## src/ssp_pkg.sv

```systemverilog
// Purpose: Shared constants and types for the synchronous serial port block
// Assumes: Classic Wishbone, byte-wide registers in the low lane of 32-bit words
// Notes: Offsets are byte addresses
package ssp_pkg;
  localparam int ADR_W = 5;
  localparam logic [ADR_W-1:0] OFS_RXCTL = 5'h00;
  localparam logic [ADR_W-1:0] OFS_TXCTL = 5'h04;
  localparam logic [ADR_W-1:0] OFS_BAUDCTL = 5'h08;
  localparam logic [ADR_W-1:0] OFS_DIVLO = 5'h0C;
  localparam logic [ADR_W-1:0] OFS_DIVHI = 5'h10;
  localparam logic [ADR_W-1:0] OFS_RXDATA = 5'h14;
  localparam logic [ADR_W-1:0] OFS_TXDATA = 5'h18;
  localparam logic [ADR_W-1:0] OFS_INTCTL = 5'h1C;
  // Receive status/control fields
  localparam int B_SERIAL_PORT_ENABLE = 7;
  localparam int B_RX9 = 6;
  localparam int B_SINGLE_RX_ENABLE = 5;
  localparam int B_CONTINUOUS_RX_ENABLE = 4;
  // Transmit status/control fields
  localparam int B_CLOCK_SOURCE_MASTER = 7;
  localparam int B_TX9 = 6;
  localparam int B_TRANSMIT_ENABLE = 5;
  localparam int B_SYNC = 4;
  localparam int B_TX_NINTH_BIT = 0;
  // Interrupt control fields
  localparam int B_GIE = 7;
  localparam int B_PERIPHERAL_INTERRUPT_ENABLE = 6;
  localparam int B_RX_INTERRUPT_ENABLE = 5;
  localparam int B_TX_INTERRUPT_ENABLE = 4;
  // Last bit index of a character
  localparam logic [3:0] LAST_8 = 4'h7;
  localparam logic [3:0] LAST_9 = 4'h8;
  localparam logic [1:0] FIFO_FULL = 2'h2;
  localparam logic [1:0] FIFO_EMPTY = 2'h0;
  localparam logic [7:0] BYTE_ZERO = 8'h00;
  localparam logic [8:0] CHAR_ZERO = 9'h000;
  localparam logic [15:0] DIV_ZERO = 16'h0000;
  localparam logic [2:0] SYNC_ZERO = 3'h0;
  localparam logic [23:0] PAD_ZERO = 24'h00_0000;

  typedef enum logic [1:0] {
    SSP_IDLE = 2'b00,
    SSP_TX = 2'b01,
    SSP_RX = 2'b10
  } ssp_state_t;

  typedef struct packed {
    logic [ADR_W-1:0] adr;
    logic we;
    logic sel0;
    logic [7:0] dat;
  } ssp_wb_req_t;
endpackage

```

## src/ssp_sync_serial.sv

```systemverilog
// Purpose: Synchronous half-duplex serial port, master and slave, behind classic Wishbone
// Assumes: 20 MHz clock; shift clock idles low, rising edge leads, falling edge trails
// Notes: Characters shift LSB first
// Notes on behaviour
// - Ninth-bit receive enable makes each character nine bits instead of eight.
// - Received ninth bit shows the MSB of the character at FIFO top.
// - Setting single or continuous receive in master mode starts clock generation.
// - Receive-complete flag sets on a full character; interrupt only when enabled.
// - Reading receive data returns the low eight bits of the character.
// - Overrun clears when continuous receive clears with single receive clear, or on a data read while single receive is set; port disable resets.
// - Sync set, master source clear, port enabled: slave on external clock.
// - Slave transmits with both receive enables clear, else receives.
// - Slave transmit uses the same holding to shift register hand-off.
// - Two writes: first shifts out, second stays held, transmit flag stays clear.
// - After first character shifts out, held one moves in, transmit flag sets.
// - Transmit flag with peripheral and transmit enables wakes the core.
// - In slave receive, single receive is ignored and receiver idles only while overrun is set.
// - Slave character received in sleep lands in FIFO and wakes if enabled.
// - Wake branches to the vector only with global interrupts enabled.
// - One shift clock per bit; data changes leading, sampled trailing.
// - FIFO holds two characters; flag stays set while any remains unread.
// - Third character into full FIFO sets overrun, keeps data, halts reception.
// - During sleep only slave mode keeps shifting; master stops.
//
// Added by the designer: the Wishbone slave port and the register addresses.
module ssp_sync_serial (
  input wire logic clock,
  input wire logic rstn,
  input wire logic wbCyc,
  input wire logic wbStb,
  input wire logic wbWe,
  input wire logic [ssp_pkg::ADR_W-1:0] wbAdr,
  input wire logic [3:0] wbSel,
  input wire logic [31:0] wbDatIn,
  output logic [31:0] wbDatOut,
  output logic wbAck,
  input wire logic serialClockPinIn,
  output logic serialClockPinOut,
  output logic serialClockPinOe,
  input wire logic serialDataPinIn,
  output logic serialDataPinOut,
  output logic serialDataPinOe,
  input wire logic coreSleep,
  output logic wakeRequest,
  output logic vectorRequest
);
  function automatic logic [3:0] charLast(input logic nine);
    return nine ? ssp_pkg::LAST_9 : ssp_pkg::LAST_8;
  endfunction
  // Control registers
  logic serial_port_enable_q, rx9_q, single_rx_enable_q, continuous_rx_enable_q, clock_source_master_q, tx9_q, transmit_enable_q, sync_q, tx_ninth_bit_q;
  logic gie_q, peripheral_interrupt_enable_q, rx_interrupt_enable_q, tx_interrupt_enable_q;
  logic [7:0] divLo_q, divHi_q;
  logic wbAck_q;
  logic [31:0] wbDat_q;
  // Bus decode
  ssp_pkg::ssp_wb_req_t req;
  logic ackD, fire, wrFire, rdFire;
  logic hitRxCtl, hitTxCtl, hitBaud, hitDivLo, hitDivHi, hitRxData, hitTxData, hitInt;
  assign req = '{adr: wbAdr, we: wbWe, sel0: wbSel[0], dat: wbDatIn[7:0]};
  assign ackD = wbCyc & wbStb & ~wbAck_q;
  assign fire = wbCyc & wbStb & wbAck_q;
  assign wrFire = fire & req.we & req.sel0;
  assign rdFire = fire & ~req.we;
  assign hitRxCtl = req.adr == ssp_pkg::OFS_RXCTL;
  assign hitTxCtl = req.adr == ssp_pkg::OFS_TXCTL;
  assign hitBaud = req.adr == ssp_pkg::OFS_BAUDCTL;
  assign hitDivLo = req.adr == ssp_pkg::OFS_DIVLO;
  assign hitDivHi = req.adr == ssp_pkg::OFS_DIVHI;
  assign hitRxData = req.adr == ssp_pkg::OFS_RXDATA;
  assign hitTxData = req.adr == ssp_pkg::OFS_TXDATA;
  assign hitInt = req.adr == ssp_pkg::OFS_INTCTL;
  // Engine state
  ssp_pkg::ssp_state_t state_q, stateD;
  logic [3:0] bitCnt_q;
  logic [8:0] rsr_q, tsr_q, hold_q;
  logic tsrFull_q, holdFull_q, overrun_error_flag_q, dataOut_q, clkOut_q, rdIdx_q, wake_q, vector_q;
  logic [15:0] divCnt_q;
  logic [8:0] fifo_q [2];
  logic [1:0] count_q;
  // Pin synchronisers
  logic [2:0] clkSync_q, datSync_q;
  logic clkLvl_q, clkAgree, clkEdge, datSample;
  assign clkAgree = clkSync_q[1] == clkSync_q[2];
  assign clkEdge = clkAgree & (clkSync_q[2] != clkLvl_q);
  assign datSample = datSync_q[2];
  always_ff @(posedge clock or negedge rstn)
  begin
    if (!rstn)
    begin
      clkSync_q <= ssp_pkg::SYNC_ZERO;
      datSync_q <= ssp_pkg::SYNC_ZERO;
      clkLvl_q <= 1'b0;
    end
    else
    begin
      clkSync_q <= {clkSync_q[1:0], serialClockPinIn};
      datSync_q <= {datSync_q[1:0], serialDataPinIn};
      if (clkAgree)
        clkLvl_q <= clkSync_q[2];
    end
  end
  // Mode decode
  logic isMaster, unitOn, rxMode, rxRun, txRun, masterGo, divTick, masterTick;
  logic lead, trail, txLead, txTrail, rxTrail, rxDone, txDone;
  logic [15:0] divisor;
  logic [8:0] rxAssembled, rxChar, fifoTop;
  assign isMaster = clock_source_master_q;
  // Master needs the system clock, so it halts in sleep; slave runs on the pin clock
  assign unitOn = serial_port_enable_q & sync_q & (~isMaster | ~coreSleep);
  assign rxMode = single_rx_enable_q | continuous_rx_enable_q;
  assign rxRun = unitOn & rxMode & ~overrun_error_flag_q;
  assign txRun = unitOn & ~rxMode & transmit_enable_q & tsrFull_q;
  assign stateD = rxRun ? ssp_pkg::SSP_RX : (txRun ? ssp_pkg::SSP_TX : ssp_pkg::SSP_IDLE);
  assign divisor = {divHi_q, divLo_q};
  assign masterGo = isMaster & unitOn & (rxRun | txRun | clkOut_q);
  assign divTick = divCnt_q == divisor;
  assign masterTick = masterGo & divTick;
  assign lead = isMaster ? (masterTick & ~clkOut_q) : (clkEdge & clkSync_q[2]);
  assign trail = isMaster ? (masterTick & clkOut_q) : (clkEdge & ~clkSync_q[2]);
  assign txLead = lead & (state_q == ssp_pkg::SSP_TX);
  assign txTrail = trail & (state_q == ssp_pkg::SSP_TX);
  assign rxTrail = trail & (state_q == ssp_pkg::SSP_RX);
  assign rxDone = rxTrail & (bitCnt_q == charLast(rx9_q));
  assign txDone = txTrail & (bitCnt_q == charLast(tx9_q));
  assign rxAssembled = {datSample, rsr_q[8:1]};
  assign rxChar = rx9_q ? rxAssembled : {1'b0, rxAssembled[8:1]};
  // FIFO control
  logic push, overrunSet, pop, wrIdx, rx_complete_flag, tx_holding_empty_flag, move, popFire;
  assign push = rxDone & (count_q != ssp_pkg::FIFO_FULL);
  assign overrunSet = rxDone & (count_q == ssp_pkg::FIFO_FULL);
  assign popFire = rdFire & hitRxData;
  assign pop = popFire & (count_q != ssp_pkg::FIFO_EMPTY);
  assign wrIdx = rdIdx_q ^ count_q[0];
  assign fifoTop = fifo_q[rdIdx_q];
  assign rx_complete_flag = count_q != ssp_pkg::FIFO_EMPTY;
  assign tx_holding_empty_flag = ~holdFull_q;
  assign move = holdFull_q & ~tsrFull_q & transmit_enable_q & serial_port_enable_q;
  // Read mux; bit order follows the field positions in the package
  logic [7:0] rxCtlRd, txCtlRd, baudRd, intRd, rxDataRd, rdByte;
  logic rx9dRd, rxIdle;
  assign rx9dRd = rx_complete_flag & fifoTop[8];
  assign rxIdle = state_q != ssp_pkg::SSP_RX;
  assign rxCtlRd = {serial_port_enable_q, rx9_q, single_rx_enable_q, continuous_rx_enable_q, 2'b00, overrun_error_flag_q, rx9dRd};
  assign txCtlRd = {clock_source_master_q, tx9_q, transmit_enable_q, sync_q, 2'b00, ~tsrFull_q, tx_ninth_bit_q};
  assign baudRd = {1'b0, rxIdle, 6'b00_0000};
  assign intRd = {gie_q, peripheral_interrupt_enable_q, rx_interrupt_enable_q, tx_interrupt_enable_q, 2'b00, rx_complete_flag, tx_holding_empty_flag};
  assign rxDataRd = rx_complete_flag ? fifoTop[7:0] : ssp_pkg::BYTE_ZERO;
  assign rdByte = hitRxCtl ? rxCtlRd :
                  hitTxCtl ? txCtlRd :
                  hitBaud ? baudRd :
                  hitDivLo ? divLo_q :
                  hitDivHi ? divHi_q :
                  hitRxData ? rxDataRd :
                  hitInt ? intRd : ssp_pkg::BYTE_ZERO;
  // Bus answer: data is captured when ack rises, side effects at the edge ack is seen
  always_ff @(posedge clock or negedge rstn)
  begin
    if (!rstn)
    begin
      wbAck_q <= 1'b0;
      wbDat_q <= 32'h0000_0000;
    end
    else
    begin
      wbAck_q <= ackD;
      if (ackD)
        wbDat_q <= {ssp_pkg::PAD_ZERO, rdByte};
    end
  end
  assign wbAck = wbAck_q;
  assign wbDatOut = wbDat_q;
  // Register writes
  always_ff @(posedge clock or negedge rstn)
  begin
    if (!rstn)
    begin
      serial_port_enable_q <= 1'b0;
      rx9_q <= 1'b0;
      single_rx_enable_q <= 1'b0;
      continuous_rx_enable_q <= 1'b0;
      clock_source_master_q <= 1'b0;
      tx9_q <= 1'b0;
      transmit_enable_q <= 1'b0;
      sync_q <= 1'b0;
      tx_ninth_bit_q <= 1'b0;
      gie_q <= 1'b0;
      peripheral_interrupt_enable_q <= 1'b0;
      rx_interrupt_enable_q <= 1'b0;
      tx_interrupt_enable_q <= 1'b0;
      divLo_q <= ssp_pkg::BYTE_ZERO;
      divHi_q <= ssp_pkg::BYTE_ZERO;
    end
    else
    begin
      // Single receive ends after one character only as master
      if (isMaster & push)
        single_rx_enable_q <= 1'b0;
      if (wrFire & hitRxCtl)
      begin
        serial_port_enable_q <= req.dat[ssp_pkg::B_SERIAL_PORT_ENABLE];
        rx9_q <= req.dat[ssp_pkg::B_RX9];
        single_rx_enable_q <= req.dat[ssp_pkg::B_SINGLE_RX_ENABLE];
        continuous_rx_enable_q <= req.dat[ssp_pkg::B_CONTINUOUS_RX_ENABLE];
      end
      if (wrFire & hitTxCtl)
      begin
        clock_source_master_q <= req.dat[ssp_pkg::B_CLOCK_SOURCE_MASTER];
        tx9_q <= req.dat[ssp_pkg::B_TX9];
        transmit_enable_q <= req.dat[ssp_pkg::B_TRANSMIT_ENABLE];
        sync_q <= req.dat[ssp_pkg::B_SYNC];
        tx_ninth_bit_q <= req.dat[ssp_pkg::B_TX_NINTH_BIT];
      end
      if (wrFire & hitInt)
      begin
        gie_q <= req.dat[ssp_pkg::B_GIE];
        peripheral_interrupt_enable_q <= req.dat[ssp_pkg::B_PERIPHERAL_INTERRUPT_ENABLE];
        rx_interrupt_enable_q <= req.dat[ssp_pkg::B_RX_INTERRUPT_ENABLE];
        tx_interrupt_enable_q <= req.dat[ssp_pkg::B_TX_INTERRUPT_ENABLE];
      end
      if (wrFire & hitDivLo)
        divLo_q <= req.dat;
      if (wrFire & hitDivHi)
        divHi_q <= req.dat;
    end
  end
  // Master clock divider; stops low so no partial clock is left on the pin
  always_ff @(posedge clock or negedge rstn)
  begin
    if (!rstn)
    begin
      divCnt_q <= ssp_pkg::DIV_ZERO;
      clkOut_q <= 1'b0;
    end
    else if (!masterGo)
    begin
      divCnt_q <= ssp_pkg::DIV_ZERO;
      clkOut_q <= 1'b0;
    end
    else if (divTick)
    begin
      divCnt_q <= ssp_pkg::DIV_ZERO;
      clkOut_q <= ~clkOut_q;
    end
    else
      divCnt_q <= divCnt_q + 16'h0001;
  end
  // Bit sequencing; a change of mode discards a partial character
  always_ff @(posedge clock or negedge rstn)
  begin
    if (!rstn)
    begin
      state_q <= ssp_pkg::SSP_IDLE;
      bitCnt_q <= 4'h0;
      rsr_q <= ssp_pkg::CHAR_ZERO;
    end
    else
    begin
      state_q <= stateD;
      if (state_q != stateD)
        bitCnt_q <= 4'h0;
      else if (rxDone | txDone)
        bitCnt_q <= 4'h0;
      else if (trail & (state_q != ssp_pkg::SSP_IDLE))
        bitCnt_q <= bitCnt_q + 4'h1;
      if (rxTrail)
        rsr_q <= rxAssembled;
    end
  end
  // Transmit path: holding register hands off to the shift register
  always_ff @(posedge clock or negedge rstn)
  begin
    if (!rstn)
    begin
      tsr_q <= ssp_pkg::CHAR_ZERO;
      hold_q <= ssp_pkg::CHAR_ZERO;
      tsrFull_q <= 1'b0;
      holdFull_q <= 1'b0;
      dataOut_q <= 1'b0;
    end
    else if (!serial_port_enable_q)
    begin
      tsrFull_q <= 1'b0;
      holdFull_q <= 1'b0;
    end
    else
    begin
      if (move)
      begin
        tsr_q <= hold_q;
        tsrFull_q <= 1'b1;
        holdFull_q <= 1'b0;
      end
      else if (txDone)
        tsrFull_q <= 1'b0;
      else if (txTrail)
        tsr_q <= {1'b0, tsr_q[8:1]};
      // A write in the same cycle as the hand-off refills the holding register
      if (wrFire & hitTxData)
      begin
        hold_q <= {tx_ninth_bit_q, req.dat};
        holdFull_q <= 1'b1;
      end
      if (txLead)
        dataOut_q <= tsr_q[0];
    end
  end
  // Receive FIFO
  always_ff @(posedge clock)
  begin
    if (push)
      fifo_q[wrIdx] <= rxChar;
  end
  always_ff @(posedge clock or negedge rstn)
  begin
    if (!rstn)
    begin
      rdIdx_q <= 1'b0;
      count_q <= ssp_pkg::FIFO_EMPTY;
      overrun_error_flag_q <= 1'b0;
    end
    else if (!serial_port_enable_q)
    begin
      rdIdx_q <= 1'b0;
      count_q <= ssp_pkg::FIFO_EMPTY;
      overrun_error_flag_q <= 1'b0;
    end
    else
    begin
      if (pop)
        rdIdx_q <= ~rdIdx_q;
      count_q <= count_q + {1'b0, push} - {1'b0, pop};
      if (overrunSet)
        overrun_error_flag_q <= 1'b1;
      else if (~continuous_rx_enable_q & (~single_rx_enable_q | popFire))
        overrun_error_flag_q <= 1'b0;
    end
  end
  // Wake and vector requests toward the core
  logic pending;
  assign pending = (rx_interrupt_enable_q & rx_complete_flag) | (tx_interrupt_enable_q & tx_holding_empty_flag);
  always_ff @(posedge clock or negedge rstn)
  begin
    if (!rstn)
    begin
      wake_q <= 1'b0;
      vector_q <= 1'b0;
    end
    else
    begin
      wake_q <= peripheral_interrupt_enable_q & pending;
      vector_q <= peripheral_interrupt_enable_q & pending & gie_q;
    end
  end
  assign wakeRequest = wake_q;
  assign vectorRequest = vector_q;
  // Pin drivers
  assign serialClockPinOut = clkOut_q;
  assign serialClockPinOe = serial_port_enable_q & sync_q & isMaster;
  assign serialDataPinOut = dataOut_q;
  assign serialDataPinOe = serial_port_enable_q & sync_q & transmit_enable_q & ~rxMode;
endmodule

```

## config.mk

```make
export PLATFORM = sky130hd
export DESIGN_NAME = ssp_sync_serial
export DESIGN_NICKNAME = d
export VERILOG_FILES = /design/src/ssp_pkg.sv /design/src/ssp_sync_serial.sv
export SDC_FILE = /design/constraint.sdc
export NUM_CORES = 1
export LEC_CHECK = 0
export ABC_CLOCK_PERIOD_IN_PS = 3000
export BUFFER_PORTS_ARGS = -buffer_cell sky130_fd_sc_hd__buf_4
export CAP_MARGIN = 20
export CORE_ASPECT_RATIO = 0.6
export CORE_MARGIN = 10
export CORE_UTILIZATION = 45
export CTS_CLUSTER_DIAMETER = 100
export CTS_CLUSTER_SIZE = 14
export DETAILED_ROUTE_END_ITERATION = 10
export GPL_TIMING_DRIVEN = 0
export MAX_ROUTING_LAYER = met4
export PLACE_DENSITY = 0.65
export REMOVE_ABC_BUFFERS = 1
export SLEW_MARGIN = 10
export SYNTH_ARGS = -nofsm -noshare
export SYNTH_HDL_FRONTEND = slang
export SYNTH_SLANG_ARGS = --single-unit
```

## constraint.sdc

```tcl
create_clock -name clock -period 3 [get_ports clock]
set_input_delay 0.15 -clock clock [delete_from_list [all_inputs] [get_ports clock]]
set_output_delay 0.15 -clock clock [all_outputs]
set_load 0.05 [all_outputs]
```

==> results of run 1 <==
worst max-delay path, stage by stage, from the launching register on:
cell     delay [ns]
dfrtp_1        0.47
xor2_1         0.19
nor4_1         0.38
nand4_1        0.14
buf_4          0.19
o21ai_2        0.25
nand3_1        0.21
ha_1           0.34
inv_1          0.04
ha_1           0.18
xnor2_1        0.11
and2_1         0.14
Yosys cell counts (3+ instances only):
| cell | count | area, um^2 |
|---|---|---|
| a21oi_1 | 19 | 95.1 |
| a222oi_1 | 6 | 60.1 |
| and2_1 | 13 | 81.3 |
| and3_1 | 5 | 31.3 |
| buf_1 | 3 | 11.3 |
| buf_2 | 4 | 20.0 |
| buf_4 | 25 | 188 |
| clkbuf_1 | 7 | 26.3 |
| dfrtp_1 | 103 | 2580 |
| edfxtp_1 | 18 | 541 |
| ha_1 | 4 | 50.1 |
| inv_1 | 9 | 33.8 |
| mux2_2 | 64 | 721 |
| mux2i_1 | 8 | 80.1 |
| nand2_1 | 34 | 128 |
| nand2b_1 | 8 | 50.1 |
| nand3_1 | 19 | 95.1 |
| nand3b_1 | 3 | 22.5 |
| nand4_1 | 4 | 25.0 |
| nor2_1 | 27 | 101 |
| nor2b_1 | 6 | 37.5 |
| nor3_1 | 7 | 35.0 |
| nor4_1 | 3 | 18.8 |
| nor4b_1 | 3 | 26.3 |
| o21a_1 | 3 | 22.5 |
| o21ai_0 | 18 | 90.1 |
| or3_1 | 7 | 43.8 |
| xnor2_1 | 8 | 70.1 |
| xor2_1 | 24 | 210 |
cell families (layout without fill, tap and decap cells):
kind of cell               Yosys count  count (layout)  synth area share, %
and+or+nand+nor                    159             159                 15.0
DFF                                121             121                 51.7
AOI/OAI and AO/OA                   77              77                 9.13
muxes                               73              73                 13.5
buffers and inverters               49              85                 4.69
xor gates and xnor gates            33              33                 4.92
adders and majority gates            5               5                0.997
other                                1              24               0.0622
power by group:
group	leakage [uW]	switching (uW)	internal [uW]	total [uW]
Sequential	0.00153	18.0	1680	1700
Combinational	0.00139	204	71.3	275
Clock	0.000253	771	1130	1910
Total	0.00317	993	2890	3880
per-layer routing:
metal  wire length [um]  GRT usage, %  vias to the layer above  part of all wire [%]
met5                  0             -                        -                     0
met4                136          4.60                        0                  0.95
met3                969          4.78                       13                   6.8
met2               6020          22.3                      125                    42
met1               7190          22.9                     2115                    50
li1                   -             -                     1924                     -
layout make-up:
cell class                      instances  area (um^2)
Clock buffer                           17          425
Clock inverter                         15          128
Fill cell                            1128         5990
Inverter                               10         37.5
Multi-Input combinational cell        371         2720
Sequential cell                       121         3120
Tap cell                              170          213
Timing Repair Buffer                   43          339
per-stage QoR:
stage | TNS [ns] | utilization [%] | std cells
6_report | 0 | 53.8 | 747
5_1_grt | 0 | 53.8 | 747
4_1_cts | 0 | 53.7 | 745
3_5_place_dp | -2.03 | 49.0 | 708
3_3_place_gp | -0.0241 | 49.0 | 708
2_1_floorplan | 0 | - | 502
timing repair:
action | 4_1_cts | 5_1_grt
hold buffers | 5 | 0
setup buffers | 0 | 1
pin swaps | 0 | 1
hold endpoints to repair | 110 | 0
endpoints found under the setup margin | 18 | 20
gates resized for setup | 2 | 1
worst max-delay path by stage:
stage | start | endpoint | slack (ns) | cells past startpoint
detailed placement | divCnt_q[1]$_DFF_PN0_ | fifo_q[1][2]$_DFFE_PP_ | -0.14 | 6
floorplan | divCnt_q[1]$_DFF_PN0_ | count_q[1]$_DFF_PN0_ | 0.69 | 10
CTS | divCnt_q[1]$_DFF_PN0_ | count_q[1]$_DFF_PN0_ | 0.05 | 10
global placement | divCnt_q[0]$_DFF_PN0_ | fifo_q[1][3]$_DFFE_PP_ | -0.003 | 6
finish | divCnt_q[1]$_DFF_PN0_ | count_q[1]$_DFF_PN0_ | 0.24 | 11
global route | divCnt_q[1]$_DFF_PN0_ | count_q[1]$_DFF_PN0_ | 0.05 | 11
flip-flops by register name (all words and copies together) (netlist names), 8 cells and up:
signal    flops
divLo_q       8
fifo_q       18
wbDatOut      8
hold_q        9
tsr_q         9
divCnt_q     16
divHi_q       8
rsr_q         8
==> results.toml, run 1 <==
[sta]
hold_ws_ns = 0.0309
finalHoldViolations = 0
post_layout_minimum_cycle_time_ns = 2.76
report.final.setup_viol = 0
fmax_mhz = 362
final_period_util_pct = 92.0
rsz0062_at_grt = "no"
worst_slew_pin_slew_ns = 0.945
post-route-worst-setup-slack_ns = 0.241
final_max_slew_viol_count = 0
worst_setup_skew_after_layout_ns = 0.0115
slew_headroom_pct = 37.0

[place]
finalWeightedCongestion = 0.867
numPortBuffers = 36
post_placement_setup_slack_ns = -0.143
dp_hpwl_um = 10300
placement.cell_area_mm2 = 0.00635

[setup_path]
timing.critical_path.required_ns = 3.30
crit_arrival_ns = 3.06
critical_path.reg2reg.startpoint = "divCnt_q[1]$_DFF_PN0_"
timing.critical_path.to_type = "flip-flop"
start_kind = "flip-flop"
regToRegEndpoint = "count_q[1]$_DFF_PN0_"
setup_slack_of_the_worst_register_to_register_path_ns = 0.24
worst-path-max-fanout = 6
worstSetupPathType = "flip-flop to flip-flop"
ff2ff_path_depth = 11

[cts]
clkSlewWorstSetupHoldPaths_ns = 0.06
root_buffer = "clkbuf_16"
cts-htree-levels = 4
tritoncts_clock_tree = "done"
number_of_sinks_on_the_clock_net = 121
clk_path_buf_depth = 2
later_pin_clock_latency_in_the_skew_report_ns = 0.42
cts_made_buffers = 17

[global_routing]
grt_pass1_vias = 4173
grt_antenna_before_repair = 0
gr-total-overflow = 0
total_global_route_track_usage_pct = 16.3
grt_first_pass_wirelength_um = 23000
grt_start_max_net_pins = 104

[synthesis]
yosys_warnings = 0
ys_ff_latch = 121
gate_count_post_synth = 518
synth_top_flop_cell = "dfrtp_1"
yosysUniqueCellTypes = 71
yosysSeqAreaShare_pct = 51.7
synth-edff-count = 18
asyncSetResetFlopFracSynth_pct = 85.1
mean_cell_area_of_the_mapped_netlist_um2 = 11.6
post_synth_instance_area_mm2 = 0.00603

[floorplanning]
std_cell_rows = 32
fp.coreArea_mm2 = 0.0130
num_io_pins = 88
chipWidth_um = 169
design.die.area_mm2 = 0.0186
initial_utilization_pct = 46.5
fp.dieH_um = 110

[final_layout]
area_growth_syn_to_layout_pct = 15.8
final_layout_size_suffix_gt1_share_pct = 26.7
antennaDiodeCount = 0
final_cell_area_mm2 = 0.00698
nNetsFinal = 617
layout.cells.most_common = "dfrtp_1"
layout.cells.most_common_list = "dfrtp_1, mux2_2, buf_4"

[worst_hold_path]
hold_path_end = "divHi_q[2]$_DFFE_PN0P_"
hold_path_startpoint = "wbDatIn[2]"
worst_hold_path.num_cells = 2
worst_hold_path_type = "input port to flip-flop"

[routing]
drt_iter0_drc = 368
ant_nets = 0
routed_via_density = 5.59
post_drt_wl_per_cell_um = 19.2
drtPass1Iterations = 5
postRouteWirelength_um = 14300
vias = 4177
drcViolationCount = 0

[power]
report.power.total_uw = 3880
power.density_cell_area_mw_per_mm2 = 556
irDropWorstVdd_v = 0.000275
p_leak_uw = 0.00317

[outcome]
run_status = "finished, final reports clean"

[flow_run]
drv.max_cap_violation_count = 0
No activity file was read; power rests on OpenSTA's default activity.
==> inputs of run 2 (changes only) <==
- REMOVE_ABC_BUFFERS: 1 -> not set
==> run 2 against run 1 <==
Effect of this change:
- final cell count rose by 5.0%
- wire length rose by 4.7%
- sequential power barely moved
- critical endpoint unchanged
- largest cell class unchanged
==> results.toml, run 2 (synthesis results as in run 1) <==
[global_routing]
gr-total-overflow = 0
grt_pass1_vias = 4354
grt_antenna_before_repair = 0
grt_first_pass_wirelength_um = 24400
grt_start_max_net_pins = 104
gr-max-usage-layer = "met1"
total_global_route_track_usage_pct = 17.5
groute.layer.met1.usage_pct = 24.7
met3_usage_pct = 4.70
grt_use_met2_pct = 24.4

[sta]
report.final.setup_viol = 0
hold_ws_ns = 0.0234
worst_slew_pin_slew_ns = 0.990
rsz0062_at_grt = "no"
post_layout_minimum_cycle_time_ns = 2.74
post-route-worst-setup-slack_ns = 0.261
final_period_util_pct = 91.3
final_max_slew_viol_count = 0
worst_setup_skew_after_layout_ns = 0.0132
fmax_mhz = 365
finalHoldViolations = 0
slew_headroom_pct = 34.0

[floorplanning]
std_cell_rows = 32
initial_utilization_pct = 46.5
chipWidth_um = 169
fp.coreArea_mm2 = 0.0130
fp.dieH_um = 110
num_io_pins = 88
design.die.area_mm2 = 0.0186

[place]
numPortBuffers = 35
dp_hpwl_um = 11000
finalWeightedCongestion = 0.906
post_placement_setup_slack_ns = -0.212

[setup_path]
worstSetupEndpoint = "count_q[1]$_DFF_PN0_"
crit_arrival_ns = 3.03
critical_path_depth = 11
critPathMostFrequentCell = "ha_1"
cp.buffers_inverters = 2
worst_path_dominant_cell_family = "simple AND/OR/NAND/NOR gates"
regToRegEndpoint = "count_q[1]$_DFF_PN0_"
worstSetupPathType = "flip-flop to flip-flop"
timing.critical_path.required_ns = 3.29
setup_slack_of_the_worst_register_to_register_path_ns = 0.26
start_kind = "flip-flop"
timing.critical_path.to_type = "flip-flop"
worst-path-max-fanout = 5
timing.critical_path.cells = "xor2_1 -> nor4_1 -> nand4_1 -> buf_4 -> o21ai_2 -> nand3_1 -> ha_1 -> inv_1 -> ha_1 -> xnor2_1 -> and2_1"
critPathMaxStageDelay_ns = 0.45
crit_slowest_cell = "dfrtp_1"
critical_path.reg2reg.startpoint = "divCnt_q[9]$_DFF_PN0_"
crit_start = "divCnt_q[9]$_DFF_PN0_"
ff2ff_path_depth = 11

[cts]
clk_path_buf_depth = 2
tritoncts_clock_tree = "done"
number_of_sinks_on_the_clock_net = 121
clkSlewWorstSetupHoldPaths_ns = 0.06
cts_made_buffers = 17
root_buffer = "clkbuf_16"
cts-htree-levels = 4
later_pin_clock_latency_in_the_skew_report_ns = 0.42

[final_layout]
layout.cells.most_common_list = "dfrtp_1, mux2_2, buf_4"
final_layout_size_suffix_gt1_share_pct = 30.0
antennaDiodeCount = 0
nNetsFinal = 654
area_growth_syn_to_layout_pct = 20.0
largest_register = "fifo_q"
registers_with_the_most_flip_flops = "fifo_q x18, divCnt_q x16"
largest_reg_flops = 18
layout.cells.most_common = "dfrtp_1"

[routing]
vias = 4245
routed_via_density = 5.41
drt_iter0_drc = 323
drcViolationCount = 0
post_drt_wl_per_cell_um = 19.1
ant_nets = 0
drtPass1Iterations = 5
postRouteWirelength_um = 15000

[power]
irDropWorstVdd_v = 0.000276
p_leak_uw = 0.00336
power.density_cell_area_mw_per_mm2 = 543

[worst_hold_path]
hold_path_startpoint = "wbDatIn[0]"
worst_hold_path_type = "input port to flip-flop"

[flow_run]
drv.max_cap_violation_count = 0

[outcome]
run_status = "finished, final reports clean"
## run 2: what timing repair did
item,4_1_cts,5_1_grt
pin swaps,0,1
resized for setup,3,1
setup endpoints to repair,18,20
endpoints found under the hold margin,110,0
hold buffers,5,0
buffers inserted,0,1
## run 2: worst min path at each step
stage	slack [ns]	cells past startpoint	endpoint
after detailed placement	0.26	1	clkSync_q[0]$_DFF_PN0_
final	0.02	2	hold_q[0]$_DFFE_PN0P_
after CTS	0.002	2	divHi_q[2]$_DFFE_PN0P_
after global routing	0.007	2	divLo_q[2]$_DFFE_PN0P_
after floorplan	-0.15	0	bitCnt_q[0]$_DFFE_PN0P_
after global placement	0.26	1	datSync_q[0]$_DFF_PN0_
## run 2: routing by layer
metal / part of all wire [%] / wire length [um]
met1: 51 / 7610
met2: 43 / 6400
met3: 5.7 / 858
met4: 0.75 / 112
met5: 0 / 0
## run 2: power by group
part	leakage [uW]	internal [uW]	switching, uW
Clock	0.000278	1150	767
Combinational	0.00155	94.0	210
Sequential	0.00153	1680	16.6
## run 2: layout make-up
class                      instances  area (um^2)
buffer                            39          245
clock buffer                      20          478
clock inverter                    12         88.8
fill                            1106         5740
inverter                          10         37.5
multi-input combinational        371         2730
sequential                       121         3120
tap                              170          213
timing repair buffer              41          324
## run 2: per-stage QoR
| stage | total power (uW) | cell area, um^2 | setup TNS (ns) | cells | utilization, % |
|---|---|---|---|---|---|
| 2_1_floorplan | 1910 | 6110 | 0 | 541 | - |
| 3_3_place_gp | 2020 | 6590 | -0.257 | 746 | 50.8 |
| 3_5_place_dp | 2020 | 6590 | -3.44 | 746 | 50.8 |
| 4_1_cts | 3960 | 7220 | 0 | 783 | 55.6 |
| 5_1_grt | 4070 | 7230 | 0 | 784 | 55.7 |
| 6_report | 3920 | 7230 | 0 | 784 | 55.7 |
